`config.mk`:
```
export PLATFORM = sky130hd
export DESIGN_NAME = flash_command_state_machine
export DESIGN_NICKNAME = d
export VERILOG_FILES = /design/src/verilog/bus_cycle_engine.v /design/src/verilog/flash_command_state_machine.v
export VERILOG_INCLUDE_DIRS = /design/src /design/src/verilog
export SDC_FILE = /design/constraint.sdc
export NUM_CORES = 1
export LEC_CHECK = 0
export ABC_AREA = 1
export BUFFER_PORTS_ARGS = -buffer_cell sky130_fd_sc_hd__buf_2
export CORE_MARGIN = 10
export CORE_UTILIZATION = 61
export CTS_BUF_LIST = sky130_fd_sc_hd__clkbuf_4 sky130_fd_sc_hd__clkbuf_8 sky130_fd_sc_hd__clkbuf_16
export CTS_CLUSTER_SIZE = 20
export DETAILED_ROUTE_END_ITERATION = 10
export GPL_TIMING_DRIVEN = 0
export PLACE_DENSITY_LB_ADDON = 0.3
export SYNTH_ARGS = -nofsm -noshare
export SYNTH_HDL_FRONTEND = slang
export SYNTH_SLANG_ARGS = --single-unit
```
`constraint.sdc`:
```
create_clock -name clk -period 5.5 [get_ports clk]
set_input_delay 0.275 -clock clk [delete_from_list [all_inputs] [get_ports clk]]
set_output_delay 0.275 -clock clk [all_outputs]
set_load 0.005 [all_outputs]
```
`src/verilog/flash_host_defines.vh`:
```
// Constants for the parallel flash host controller
`ifndef FLASH_HOST_DEFINES_VH
`define FLASH_HOST_DEFINES_VH

// ----------------------------------------------------------------
// Command cycle addresses and data
// ----------------------------------------------------------------
`define UNLOCK_ADDR1     19'h00555
`define UNLOCK_ADDR2     19'h002AA
`define UNLOCK_DATA1     8'hAA
`define UNLOCK_DATA2     8'h55
`define CMD_RESET        8'hF0
`define CMD_AUTOSELECT   8'h90
`define CMD_PROGRAM      8'hA0
`define CMD_ERASE_SETUP  8'h80
`define CMD_CHIP_ERASE   8'h10

// ----------------------------------------------------------------
// Autoselect read offsets
// ----------------------------------------------------------------
`define AS_MFR_OFFSET    8'h00
`define AS_DEV_OFFSET    8'h01
`define AS_PROT_OFFSET   8'h02

// ----------------------------------------------------------------
// Field positions
// ----------------------------------------------------------------
`define TIMEOUT_BIT      5
`define DATA_POLL_BIT    7
`define SECTOR_MSB       18
`define SECTOR_LSB       16

// ----------------------------------------------------------------
// Timing, in ns, and derived counts at 4 ns per cycle
// ----------------------------------------------------------------
`define CLK_PERIOD_NS    4
`define SETUP_NS         20
`define PULSE_NS         40
`define HOLD_NS          20
`define SETUP_CYC  ((`SETUP_NS + `CLK_PERIOD_NS - 1) / `CLK_PERIOD_NS)
`define PULSE_CYC  ((`PULSE_NS + `CLK_PERIOD_NS - 1) / `CLK_PERIOD_NS)
`define HOLD_CYC   ((`HOLD_NS + `CLK_PERIOD_NS - 1) / `CLK_PERIOD_NS)

// ----------------------------------------------------------------
// Operation codes on the user port
// ----------------------------------------------------------------
`define OP_READ          3'h0
`define OP_RESET         3'h1
`define OP_AUTOSELECT    3'h2
`define OP_PROGRAM       3'h3
`define OP_CHIP_ERASE    3'h4
`define OP_POLL          3'h5

`endif
```
`src/verilog/bus_cycle_engine.v`:
```
// One strobed read or write cycle on the flash pins
`timescale 1ns/1ns
`default_nettype none
`include "flash_host_defines.vh"

module bus_cycle_engine (
  // Clock and reset
  input  wire        clk,
  input  wire        sys_rst,
  // Cycle request
  input  wire        start,
  input  wire        isWrite,
  input  wire [18:0] addrIn,
  input  wire [7:0]  dataIn,
  output reg         done,
  output reg  [7:0]  rdData,
  // Flash pins
  output reg  [18:0] flashAddr,
  output reg  [7:0]  dqOut,
  output reg         dqOe_n,
  input  wire [7:0]  dqIn,
  output reg         chipSel_n,
  output reg         outGate_n,
  output reg         writeStb_n
);

  localparam S_IDLE  = 2'h0;
  localparam S_SETUP = 2'h1;
  localparam S_PULSE = 2'h2;
  localparam S_HOLD  = 2'h3;

  localparam [31:0] SETUP_W = `SETUP_CYC;
  localparam [31:0] PULSE_W = `PULSE_CYC;
  localparam [31:0] HOLD_W  = `HOLD_CYC;

  reg [1:0] st_q;
  reg [3:0] cnt_q;
  reg       wr_q;

  // ----------------------------------------------------------------
  // Cycle sequencer
  // ----------------------------------------------------------------
  always @(posedge clk) begin
    done <= 1'b0;
    if (sys_rst) begin
      st_q       <= S_IDLE;
      cnt_q      <= 4'h0;
      wr_q       <= 1'b0;
      rdData     <= 8'h00;
      flashAddr  <= 19'h00000;
      dqOut      <= 8'h00;
      dqOe_n     <= 1'b1;
      chipSel_n  <= 1'b1;
      outGate_n  <= 1'b1;
      writeStb_n <= 1'b1;
    end else begin
      case (st_q)
        S_IDLE: begin
          if (start) begin
            wr_q      <= isWrite;
            flashAddr <= addrIn;
            dqOut     <= dataIn;
            dqOe_n    <= ~isWrite;
            outGate_n <= 1'b1;
            cnt_q     <= SETUP_W[3:0];
            st_q      <= S_SETUP;
          end
        end
        S_SETUP: begin
          if (cnt_q > 4'h1) begin
            cnt_q <= cnt_q - 4'h1;
          end else begin
            // Select falls with write strobe on a write (gate stays high), or with output gate on a read
            chipSel_n  <= 1'b0;
            writeStb_n <= ~wr_q;
            outGate_n  <= wr_q;
            cnt_q      <= PULSE_W[3:0];
            st_q       <= S_PULSE;
          end
        end
        S_PULSE: begin
          if (cnt_q > 4'h1) begin
            cnt_q <= cnt_q - 4'h1;
          end else begin
            rdData     <= dqIn;
            chipSel_n  <= 1'b1;
            writeStb_n <= 1'b1;
            outGate_n  <= 1'b1;
            cnt_q      <= HOLD_W[3:0];
            st_q       <= S_HOLD;
          end
        end
        S_HOLD: begin
          if (cnt_q > 4'h1) begin
            cnt_q <= cnt_q - 4'h1;
          end else begin
            dqOe_n <= 1'b1;
            done   <= 1'b1;
            st_q   <= S_IDLE;
          end
        end
        default: st_q <= S_IDLE;
      endcase
    end
  end

endmodule // bus_cycle_engine
`default_nettype wire

```
`src/verilog/flash_command_state_machine.v`:
```
// Host controller issuing command sequences to a parallel flash
// Summary of operation
// - Host writes with select, strobe low, gate high
// - Host sends reset on timeout or on a reset request
// - Program is four writes then embedded run
// - Chip erase is six writes
`timescale 1ns/1ns
`default_nettype none
`include "flash_host_defines.vh"

module flash_command_state_machine (
  // Clock and reset
  input  wire        clk,
  input  wire        sys_rst,
  // User request
  input  wire        opValid,
  input  wire [2:0]  opCode,
  input  wire [18:0] opAddr,
  input  wire [7:0]  opData,
  output reg         opReady,
  output reg         opDone,
  output reg         opError,
  output reg  [7:0]  opRdData,
  output reg         busy,
  output reg         autoselActive,
  // Flash pins
  output wire [18:0] flashAddr,
  output wire [7:0]  dqOut,
  output wire        dqOe_n,
  input  wire [7:0]  dqIn,
  output wire        chipSel_n,
  output wire        outGate_n,
  output wire        writeStb_n
);

  localparam S_IDLE = 3'h0;
  localparam S_SEQ  = 3'h1;
  localparam S_POLL = 3'h2;
  localparam S_READ = 3'h3;
  localparam S_RST  = 3'h4;

  reg  [2:0]  st_q;
  reg  [2:0]  op_q;
  reg  [18:0] addr_q;
  reg  [7:0]  data_q;
  reg  [2:0]  idx_q;
  reg  [2:0]  len_q;
  reg         cycStart_q;
  reg         cycBusy_q;
  reg         cycWrite_q;
  reg  [18:0] cycAddr_q;
  reg  [7:0]  cycData_q;
  wire        cycDone;
  wire [7:0]  cycRd;

  reg  [18:0] seqAddr;
  reg  [7:0]  seqData;

  // ----------------------------------------------------------------
  // Command sequence table
  // ----------------------------------------------------------------
  always @* begin
    seqAddr = `UNLOCK_ADDR1;
    seqData = `UNLOCK_DATA1;
    case (idx_q)
      3'h0: begin
        seqAddr = `UNLOCK_ADDR1;
        seqData = `UNLOCK_DATA1;
      end
      3'h1, 3'h4: begin
        seqAddr = `UNLOCK_ADDR2;
        seqData = `UNLOCK_DATA2;
      end
      3'h2: begin
        seqAddr = `UNLOCK_ADDR1;
        if (op_q == `OP_PROGRAM) begin
          seqData = `CMD_PROGRAM;
        end else if (op_q == `OP_CHIP_ERASE) begin
          seqData = `CMD_ERASE_SETUP;
        end else begin
          seqData = `CMD_AUTOSELECT;
        end
      end
      3'h3: begin
        if (op_q == `OP_PROGRAM) begin
          seqAddr = addr_q;
          seqData = data_q;
        end else begin
          seqAddr = `UNLOCK_ADDR1;
          seqData = `UNLOCK_DATA1;
        end
      end
      3'h5: begin
        seqAddr = `UNLOCK_ADDR1;
        seqData = `CMD_CHIP_ERASE;
      end
      default: begin
        seqAddr = `UNLOCK_ADDR1;
        seqData = `UNLOCK_DATA1;
      end
    endcase
  end

  // ----------------------------------------------------------------
  // Operation sequencer
  // ----------------------------------------------------------------
  always @(posedge clk) begin
    cycStart_q <= 1'b0;
    opDone     <= 1'b0;
    if (sys_rst) begin
      // Device powers up in array read
      st_q          <= S_IDLE;
      op_q          <= `OP_READ;
      addr_q        <= 19'h00000;
      data_q        <= 8'h00;
      idx_q         <= 3'h0;
      len_q         <= 3'h0;
      cycBusy_q     <= 1'b0;
      cycWrite_q    <= 1'b0;
      cycAddr_q     <= 19'h00000;
      cycData_q     <= 8'h00;
      opReady       <= 1'b0;
      opError       <= 1'b0;
      opRdData      <= 8'h00;
      busy          <= 1'b0;
      autoselActive <= 1'b0;
    end else begin
      case (st_q)
        S_IDLE: begin
          opReady <= 1'b1;
          if (opValid && opReady) begin
            opReady <= 1'b0;
            op_q    <= opCode;
            addr_q  <= opAddr;
            data_q  <= opData;
            idx_q   <= 3'h0;
            opError <= 1'b0;
            case (opCode)
              `OP_PROGRAM: begin
                // Bits may only be cleared
                data_q <= opData;
                len_q  <= 3'h4;
                st_q   <= S_SEQ;
              end
              `OP_CHIP_ERASE: begin
                len_q <= 3'h6;
                st_q  <= S_SEQ;
              end
              `OP_AUTOSELECT: begin
                len_q <= 3'h3;
                st_q  <= S_SEQ;
              end
              `OP_RESET: begin
                // Address is free for reset
                cycAddr_q  <= opAddr;
                cycData_q  <= `CMD_RESET;
                cycWrite_q <= 1'b1;
                cycStart_q <= 1'b1;
                st_q       <= S_RST;
              end
              default: begin
                cycAddr_q  <= opAddr;
                cycWrite_q <= 1'b0;
                cycStart_q <= 1'b1;
                st_q       <= S_READ;
              end
            endcase
          end
        end
        S_SEQ: begin
          // One pin cycle at a time, next only after done
          if (!cycBusy_q && idx_q < len_q) begin
            cycAddr_q  <= seqAddr;
            cycData_q  <= seqData;
            cycWrite_q <= 1'b1;
            cycStart_q <= 1'b1;
            cycBusy_q  <= 1'b1;
            idx_q      <= idx_q + 3'h1;
          end else if (cycDone) begin
            cycBusy_q <= 1'b0;
            if (idx_q == len_q) begin
              if (op_q == `OP_AUTOSELECT) begin
                autoselActive <= 1'b1;
                opDone        <= 1'b1;
                st_q          <= S_IDLE;
              end else begin
                // No commands until the operation ends
                busy       <= 1'b1;
                cycAddr_q  <= addr_q;
                cycWrite_q <= 1'b0;
                cycStart_q <= 1'b1;
                st_q       <= S_POLL;
              end
            end
          end
        end
        S_POLL: begin
          if (cycDone) begin
            if ((op_q == `OP_CHIP_ERASE) ? cycRd[`DATA_POLL_BIT] :
                (cycRd[`DATA_POLL_BIT] == data_q[`DATA_POLL_BIT])) begin
              busy     <= 1'b0;
              opRdData <= cycRd;
              opDone   <= 1'b1;
              st_q     <= S_IDLE;
            end else if (cycRd[`TIMEOUT_BIT]) begin
              // Failure clears only by reset
              opError    <= 1'b1;
              cycAddr_q  <= addr_q;
              cycData_q  <= `CMD_RESET;
              cycWrite_q <= 1'b1;
              cycStart_q <= 1'b1;
              st_q       <= S_RST;
            end else begin
              cycStart_q <= 1'b1;
            end
          end
        end
        S_READ: begin
          if (cycDone) begin
            opRdData <= cycRd;
            opDone   <= 1'b1;
            st_q     <= S_IDLE;
          end
        end
        S_RST: begin
          if (cycDone) begin
            autoselActive <= 1'b0;
            busy          <= 1'b0;
            opDone        <= 1'b1;
            st_q          <= S_IDLE;
          end
        end
        default: st_q <= S_IDLE;
      endcase
    end
  end

  // ----------------------------------------------------------------
  // Pin cycle engine
  // ----------------------------------------------------------------
  bus_cycle_engine u_cycle (
    .clk        (clk),
    .sys_rst    (sys_rst),
    .start      (cycStart_q),
    .isWrite    (cycWrite_q),
    .addrIn     (cycAddr_q),
    .dataIn     (cycData_q),
    .done       (cycDone),
    .rdData     (cycRd),
    .flashAddr  (flashAddr),
    .dqOut      (dqOut),
    .dqOe_n     (dqOe_n),
    .dqIn       (dqIn),
    .chipSel_n  (chipSel_n),
    .outGate_n  (outGate_n),
    .writeStb_n (writeStb_n)
  );

endmodule // flash_command_state_machine
`default_nettype wire

```
==> flow_summary.json, run 1 <==
{
  "yosys.area.top_type_share_pct": 44.80,
  "synth_cells": 838,
  "first_iter_violations": 519,
  "route.layer.met1.wl_mm": 6.996,
  "design.final.nets": 1002,
  "criticalPathCategory": "reg2reg",
  "core_region_area_mm2": 0.009240,
  "power_per_cell_area_mw_per_mm2": 507.4,
  "worstSetupStartpoint": "u_cycle.cnt_q[0]$_SDFFE_PP0P_",
  "overflow": 0,
  "timing.reg2reg.setup_slack_ns": 3.33,
  "ys_ff_latch": 129,
  "yosysSeqAreaShare_pct": 44.80,
  "power_report.internal_total_mw": 2.163,
  "cts.sink_count": 129,
  "fin_setup_tns_ns": 0,
  "final.fill_count": 748,
  "max-cap-violations": 0,
  "yosys-top-cells-area": "sky130_fd_sc_hd__dfxtp_1 (45%), sky130_fd_sc_hd__nand2_1 (13%), sky130_fd_sc_hd__nor2_1 (7.6%)",
  "async_reset_ff_share_pct": 0,
  "critPathLaunchType": "flip-flop",
  "place.port_buffers": 83,
  "maxClockFrequency_mhz": 461.1,
  "ys_top_cells_by_count": "sky130_fd_sc_hd__nand2_1 (207), sky130_fd_sc_hd__dfxtp_1 (129), sky130_fd_sc_hd__nor2_1 (117), sky130_fd_sc_hd__a21oi_1 (82), sky130_fd_sc_hd__inv_1 (82)",
  "final_design_area_no_fill_mm2": 0.006974,
  "die_width_um": 117.2,
  "final.period_utilization_pct": 39.43,
  "clk_root_buffer_cell": "sky130_fd_sc_hd__clkbuf_8",
  "yosysUniqueCellTypes": 30,
  "hold_path_startpoint": "opData[3]",
  "sw_frac_of_total_pct": 38.86,
  "max-clock-path-buffers": 2,
  "worstReg2RegStart": "u_cycle.cnt_q[0]$_SDFFE_PP0P_",
  "setup_violations": 0,
  "run_status": "finished clean",
  "crit_arrival_ns": 2.61,
  "period_minus_slack_ns": 2.169,
  "clkPwrFrac_pct": 30.4,
  "critical_path.reg2reg.endpoint": "u_cycle.rdData[7]$_SDFFE_PP0P_",
  "post_route_cells_drive_above_1_share_pct": 14.17,
  "worst_ir_drop_vdd_mv": 0.2800,
  "initial_antenna_violation_count": 0,
  "design.die.area_mm2": 0.01374,
  "number_of_global_route_vias_before_repair": 5562,
  "cell_by_cell_listing_of_the_critical_path": "inv_1, ha_1, o21ai_0, nor2_1, inv_1, clkbuf_1, o21ai_0, a21oi_1",
  "fin_util_pct": 75.48,
  "grt_pass1_wl_mm": 26.45,
  "rsz_0062_raised_after_global_routing": "no",
  "final-hold-violation-count": 0,
  "maximum_number_of_pins_on_one_net_before_global_route_repair": 17,
  "post_synth_instance_area_mm2": 0.005764,
  "worst_path_max_delay_cell": "sky130_fd_sc_hd__o21ai_0",
  "critical_path.endpoint_type": "flip-flop",
  "rr_worst_depth": 8,
  "dpl.hpwl_mm": 11.34,
  "finalWirelength_mm": 16.16,
  "n_antenna_cell": 0,
  "htree_levels": 4,
  "detailroute.via_count": 5864,
  "synth_top_cell_by_area": "sky130_fd_sc_hd__dfxtp_1",
  "clock_insertion_delay_worst_skew_ns": 0.53,
  "p_seq_share_pct": 35.6,
  "chipHeight_um": 117.2,
  "cts_clock_pin_slew_for_the_worst_setup_and_hold_paths_ns": 0.06,
  "met3_wirelength_mm": 1.456,
  "placedInstanceArea_mm2": 0.006341,
  "critical-path-max-stage-delay_ns": 0.39,
  "post-place-cells": 1050,
  "yosysWarnings": 0,
  "critical_path.max_fanout": 10,
  "holdPathStages": 3,
  "rows": 35,
  "synth_enable_flop_cells": 0,
  "drt_drc_violations_left": 0,
  "synth_top_flop_cell": "sky130_fd_sc_hd__dfxtp_1",
  "area.growth.synth_to_final_pct": 20.99,
  "start_util_pct": 62.38,
  "required_ns": 5.94,
  "avgViaCountPerCell": 5.385,
  "cellLeakagePower_nw": 3.329,
  "global_placement_routability_congestion": 0.9517,
  "avgRoutedWirePerCell_um": 14.84,
  "max-slew-margin-rel_pct": 56.88,
  "layoutNonFillerInstCount": 1089,
  "netSwitchingPower_mw": 1.375,
  "comb_power_share_pct": 34.0,
  "cts_tree": "yes",
  "total_clock_buffers_created_by_cts": 17,
  "fin_skew_ns": 0.008800,
  "post-synth-top-count-cell": "sky130_fd_sc_hd__nand2_1",
  "drt_first_pass_iters": 5,
  "min-delay-path-class": "in2reg",
  "detail-route-antenna-nets": 0,
  "synth.net_count": 893,
  "gr-usage-all-layers_pct": 24.10,
  "syn_area_per_cell_um2": 6.879,
  "route.met2.wl_mm": 7.286,
  "routed.top_layer": "met4",
  "critical_path.endpoint": "u_cycle.rdData[7]$_SDFFE_PP0P_",
  "floorplan.io_pins": 85,
  "timing_worst_slew_pin_value_ns": 0.6467,
  "final-max-slew-violation-count": 0
}
stage by stage:
step	hold WS, ns	power, mW	worst slack [ns]
after floorplan	0.4099	2.115	3.732
after global placement	0.4366	2.397	3.388
after detailed placement	0.4409	2.427	3.383
after CTS	0.0009304	3.523	3.369
after global routing	0.008816	3.782	3.098
final	0.007073	3.538	3.331
power groups by stage:
stage	Clock, mW	Combinational (mW)	Sequential [mW]
6_report	1.07	1.20	1.26
5_1_grt	1.13	1.37	1.28
4_1_cts	1.08	1.19	1.26
3_5_place_dp	0	1.15	1.27
3_3_place_gp	0	1.13	1.26
2_1_floorplan	0	0.862	1.25
sequential cells by signal (all words and copies together), names as in the netlist, 8 cells and up:
signal	cells
cycData_q	8
cycAddr_q	19
data_q	8
u_cycle.rdData	8
u_cycle.flashAddr	19
addr_q	19
u_cycle.dqOut	8
opRdData	8
timing repair:
action	4_1_cts	5_1_grt
resized for setup	0	0
hold endpoints to repair	7	0
buffers inserted	0	0
hold buffers	7	0
placed cells by master (no fill, tap or decap), types with 3 or more instances in the layout:
| cell type | n |
|---|---|
| sky130_fd_sc_hd__nand2_1 | 207 |
| sky130_fd_sc_hd__clkbuf_1 | 23 |
| sky130_fd_sc_hd__inv_6 | 6 |
| sky130_fd_sc_hd__nand4_1 | 3 |
| sky130_fd_sc_hd__o21ai_0 | 76 |
| sky130_fd_sc_hd__dlygate4sd3_1 | 7 |
| sky130_fd_sc_hd__nor2_1 | 117 |
| sky130_fd_sc_hd__ha_1 | 14 |
| sky130_fd_sc_hd__clkinv_4 | 3 |
| sky130_fd_sc_hd__a21oi_1 | 82 |
| sky130_fd_sc_hd__clkbuf_16 | 16 |
| sky130_fd_sc_hd__inv_1 | 82 |
| sky130_fd_sc_hd__nor3_1 | 8 |
| sky130_fd_sc_hd__buf_2 | 90 |
| sky130_fd_sc_hd__nand3_1 | 65 |
| sky130_fd_sc_hd__inv_2 | 4 |
| sky130_fd_sc_hd__dfxtp_1 | 129 |
worst min-delay path by stage:
stage                                          end  slack (ns)
CTS                         addr_q[7]$_SDFFE_PP0P_      0.0009
detailed placement     u_cycle.dqOe_n$_SDFFE_PP1P_        0.44
finish                      data_q[3]$_SDFFE_PP0P_       0.007
floorplan           u_cycle.rdData[0]$_SDFFE_PP0P_        0.41
global placement       u_cycle.dqOe_n$_SDFFE_PP1P_        0.44
global route               addr_q[12]$_SDFFE_PP0P_       0.009
cell families after synthesis:
logic type / after synthesis / synth area share, %
simple gates: 406 / 28.61
compound gates: 165 / 14.76
flops: 129 / 44.80
buf+inv: 122 / 8.487
fa+ha+maj: 14 / 3.039
xor+xnor: 2 / 0.3039
worst max-delay path: cells and delay by family (launching register included):
family                   cells  cell delay (ns)
flip-flops                   1             0.37
buffers and inverters        3             0.59
AND/OR/NAND/NOR              1             0.16
AO/OA/AOI/OAI                3             0.74
adder cells (fa/ha/maj)      1             0.21
area by class of cell:
class / count / area, um^2 / area share [%]
timing repair buffer: 90 / 485.5 / 6.961
clock inverter: 15 / 148.9 / 2.135
inverter: 87 / 326.6 / 4.682
multi-input combinational: 587 / 2693 / 38.61
buffer: 35 / 162.7 / 2.332
sequential: 129 / 2582 / 37.03
clock buffer: 17 / 414.1 / 5.938
tap: 129 / 161.4 / 2.314
layer usage:
layer | up-vias | track usage, %
met4 | 0 | 8.402
met1 | 2639 | 30.89
met2 | 278 | 38.38
met3 | 48 | 6.269
li1 | 2899 | -
met5 | - | 0
(Power assumes the default switching activity.)
==> inputs of run 2 (changes only) <==
ABC_AREA = 0   (was 1)
CORE_UTILIZATION = 57   (was 61)
clock period = 2.18 ns   (was 5.5 ns; I/O delays follow)
==> run 2 against run 1 <==
Core utilization down 0.24 points. Global-route usage up 0.29 points. Final cell count down 7.5%. Setup slack worse by 3.3 ns. Clock power up 150%. Maximum frequency down 0.10%. Critical endpoint is now cycAddr_q[14]$_SDFFE_PP0P_.
==> flow_summary.json, run 2 <==
{
  "ys_ff_latch": 129,
  "layout_common_cells": "sky130_fd_sc_hd__nand2_1 (153), sky130_fd_sc_hd__a21oi_1 (129), sky130_fd_sc_hd__dfxtp_1 (126), sky130_fd_sc_hd__buf_2 (88), sky130_fd_sc_hd__dlygate4sd3_1 (39)",
  "post-place-cells": 928,
  "final-max-slew-violation-count": 0,
  "grt_pass1_wl_mm": 29.31,
  "p_seq_share_pct": 34.2,
  "period_minus_slack_ns": 2.171,
  "synth_top_flop_cell": "sky130_fd_sc_hd__dfxtp_1",
  "maximum_number_of_pins_on_one_net_before_global_route_repair": 17,
  "comb_power_share_pct": 35.1,
  "final_design_area_no_fill_mm2": 0.007697,
  "detail-route-antenna-nets": 0,
  "htree_levels": 4,
  "clock_insertion_delay_worst_skew_ns": 0.53,
  "fin_skew_ns": 0.01068,
  "clk_root_buffer_cell": "sky130_fd_sc_hd__clkbuf_8",
  "min-delay-path-class": "in2reg",
  "number_of_global_route_vias_before_repair": 5850,
  "top_regs": "addr_q x19, cycAddr_q x19, u_cycle.flashAddr x19",
  "finalWirelength_mm": 18.75,
  "max-cap-violations": 0,
  "max-clock-path-buffers": 2,
  "yosysUniqueCellTypes": 79,
  "n_antenna_cell": 0,
  "core_region_area_mm2": 0.01023,
  "design.final.nets": 913,
  "rows": 37,
  "ys_top_cells_by_count": "sky130_fd_sc_hd__nand2_1 (154), sky130_fd_sc_hd__a21oi_1 (129), sky130_fd_sc_hd__dfxtp_1 (129), sky130_fd_sc_hd__clkbuf_1 (28), sky130_fd_sc_hd__nor2_1 (22)",
  "family_with_the_most_delay_on_the_worst_path": "compound AO/OA/AOI/OAI gates",
  "synth.net_count": 764,
  "total_clock_buffers_created_by_cts": 17,
  "critPathLaunchType": "flip-flop",
  "post-synth-top-count-cell": "sky130_fd_sc_hd__nand2_1",
  "post_route_cells_drive_above_1_share_pct": 22.39,
  "cell_by_cell_listing_of_the_critical_path": "inv_1, ha_1, nand3b_1, and2_1, buf_6, a31oi_4, buf_4, a22oi_1, a211oi_2",
  "run_status": "finished clean",
  "layout.cells.most_common": "sky130_fd_sc_hd__nand2_1",
  "critical_path_buf_inv_count": 3,
  "setup_violations": 0,
  "yosysWarnings": 0,
  "critical_path.max_fanout": 8,
  "fin_setup_tns_ns": 0,
  "synth_top_cell_by_area": "sky130_fd_sc_hd__dfxtp_1",
  "area.growth.synth_to_final_pct": 29.38,
  "timing_worst_slew_pin_value_ns": 0.7253,
  "overflow": 0,
  "maxClockFrequency_mhz": 460.6,
  "critical_path.endpoint_type": "flip-flop",
  "chipHeight_um": 122.2,
  "avgViaCountPerCell": 6.069,
  "yosys-top-cells-area": "sky130_fd_sc_hd__dfxtp_1 (43%), sky130_fd_sc_hd__a21oi_1 (11%), sky130_fd_sc_hd__nand2_1 (9.7%)",
  "cts.sink_count": 129,
  "worst_path_max_delay_cell": "sky130_fd_sc_hd__dfxtp_2",
  "drt_first_pass_iters": 5,
  "avgRoutedWirePerCell_um": 18.62,
  "dpl.hpwl_mm": 12.40,
  "final-hold-violation-count": 0,
  "crit_arrival_ns": 2.62,
  "required_ns": 2.63,
  "async_reset_ff_share_pct": 0,
  "max-slew-margin-rel_pct": 51.64,
  "netSwitchingPower_mw": 3.242,
  "first_iter_violations": 632,
  "yosysSeqAreaShare_pct": 43.41,
  "placedInstanceArea_mm2": 0.006535,
  "initial_antenna_violation_count": 0,
  "clkPwrFrac_pct": 30.7,
  "rsz_0062_raised_after_global_routing": "yes",
  "final.period_utilization_pct": 99.59,
  "design.die.area_mm2": 0.01492,
  "drt_drc_violations_left": 0,
  "synth_enable_flop_cells": 0,
  "global_placement_routability_congestion": 1.026,
  "start_util_pct": 58.15,
  "syn_area_per_cell_um2": 8.391,
  "power_per_cell_area_mw_per_mm2": 1127,
  "detailroute.via_count": 6111,
  "gr-usage-all-layers_pct": 24.39,
  "cellLeakagePower_nw": 2.902,
  "post_synth_instance_area_mm2": 0.005949,
  "die_width_um": 122.2,
  "floorplan.io_pins": 85,
  "worst_ir_drop_vdd_mv": 0.5925,
  "synth_cells": 709,
  "sw_frac_of_total_pct": 37.38,
  "final.fill_count": 719,
  "place.port_buffers": 83,
  "layoutNonFillerInstCount": 1007,
  "power_report.internal_total_mw": 5.430,
  "critical-path-max-stage-delay_ns": 0.36,
  "yosys.area.top_type_share_pct": 43.41,
  "criticalPathCategory": "reg2reg",
  "cts_tree": "yes",
  "cts_clock_pin_slew_for_the_worst_setup_and_hold_paths_ns": 0.07
}
run 2: changes by cell type after synthesis, moves of 8 or more:
cell	before	now
sky130_fd_sc_hd__a211oi_2	0	11
sky130_fd_sc_hd__a22oi_1	1	15
sky130_fd_sc_hd__a21oi_1	82	129
sky130_fd_sc_hd__nand3_1	65	21
sky130_fd_sc_hd__a211oi_1	2	10
sky130_fd_sc_hd__nor2_1	117	22
sky130_fd_sc_hd__nand2_1	207	154
sky130_fd_sc_hd__o21ai_0	76	20
sky130_fd_sc_hd__nor2b_1	0	9
sky130_fd_sc_hd__inv_1	82	13
run 2: worst paths after layout:
check                                start                       endpoint  slack, ns  depth (start not counted)
max                  idx_q[0]$_SDFFE_PP0P_     cycAddr_q[14]$_SDFFE_PP0P_      0.009                          9
min                                opValid          idx_q[2]$_SDFFE_PP0P_       0.20                          4
max reg2reg          idx_q[0]$_SDFFE_PP0P_     cycAddr_q[14]$_SDFFE_PP0P_      0.009                          9
min reg2reg  u_cycle.dqOut[5]$_SDFFE_PP0P_  u_cycle.dqOut[5]$_SDFFE_PP0P_       0.45                          2
run 2: cell families after synthesis:
logic type      Yosys count  synth area share (%)
simple gates            258                 20.65
compound gates          236                 26.25
flops                   129                 43.41
buf+inv                  61                 4.837
fa+ha+maj                14                 2.944
mux                       9                 1.619
xor+xnor                  2                0.2945
run 2: metal layers:
layer / share of wire, % / global-route usage (%) / routed length [um] / vias up
met3: 10 / 6.984 / 1925 / 63
met5: 0 / 0 / 0 / -
met4: 3.5 / 10.16 / 663 / 0
met1: 40 / 30.62 / 7517 / 2863
met2: 46 / 38.49 / 8643 / 361
li1: - / - / - / 2824
run 2: area by class of cell:
class / count / area [um^2] / area share (%)
tap: 136 / 170.2 / 2.211
multi-input combinational: 519 / 3212 / 41.73
buffer: 46 / 250.2 / 3.251
timing repair buffer: 131 / 873.3 / 11.35
clock buffer: 17 / 414.1 / 5.380
clock inverter: 15 / 136.4 / 1.772
sequential: 129 / 2589 / 33.63
inverter: 14 / 52.55 / 0.6827
run 2: metrics by stage:
stage | setup slack, ns | util [%] | hold slack (ns) | power (mW)
after floorplan | 0.1161 | - | 0.2450 | 4.927
after global placement | -0.2414 | 63.87 | 0.3621 | 5.516
after detailed placement | -0.3410 | 63.87 | 0.3637 | 5.611
after CTS | 0.03777 | 74.28 | 0.1634 | 8.424
after global routing | -0.02541 | 75.24 | 0.2218 | 9.041
final | 0.008979 | 75.24 | 0.1979 | 8.672
run 2: power by group through the flow:
stage / sequential (mW) / clock, mW / combinational [mW]
CTS: 2.95 / 2.65 / 2.83
global placement: 2.98 / 0 / 2.54
detailed placement: 2.99 / 0 / 2.62
global route: 3.00 / 2.76 / 3.28
floorplan: 2.93 / 0 / 2.00
finish: 2.97 / 2.66 / 3.04
run 2: what timing repair did:
item | 4_1_cts | 5_1_grt
cloned | 0 | 1
endpoints found under the setup margin | 34 | 56
setup buffers | 5 | 3
gates resized for setup | 17 | 21
hold buffers | 39 | 0
pin swaps | 3 | 3
hold endpoints to repair | 46 | 0
run 2: tightest hold or removal path, stage by stage:
cell and delay (ns):
sky130_fd_sc_hd__buf_2 0.10, sky130_fd_sc_hd__nand3_1 0.27, sky130_fd_sc_hd__a31oi_1 0.14, sky130_fd_sc_hd__nor2_1 0.07
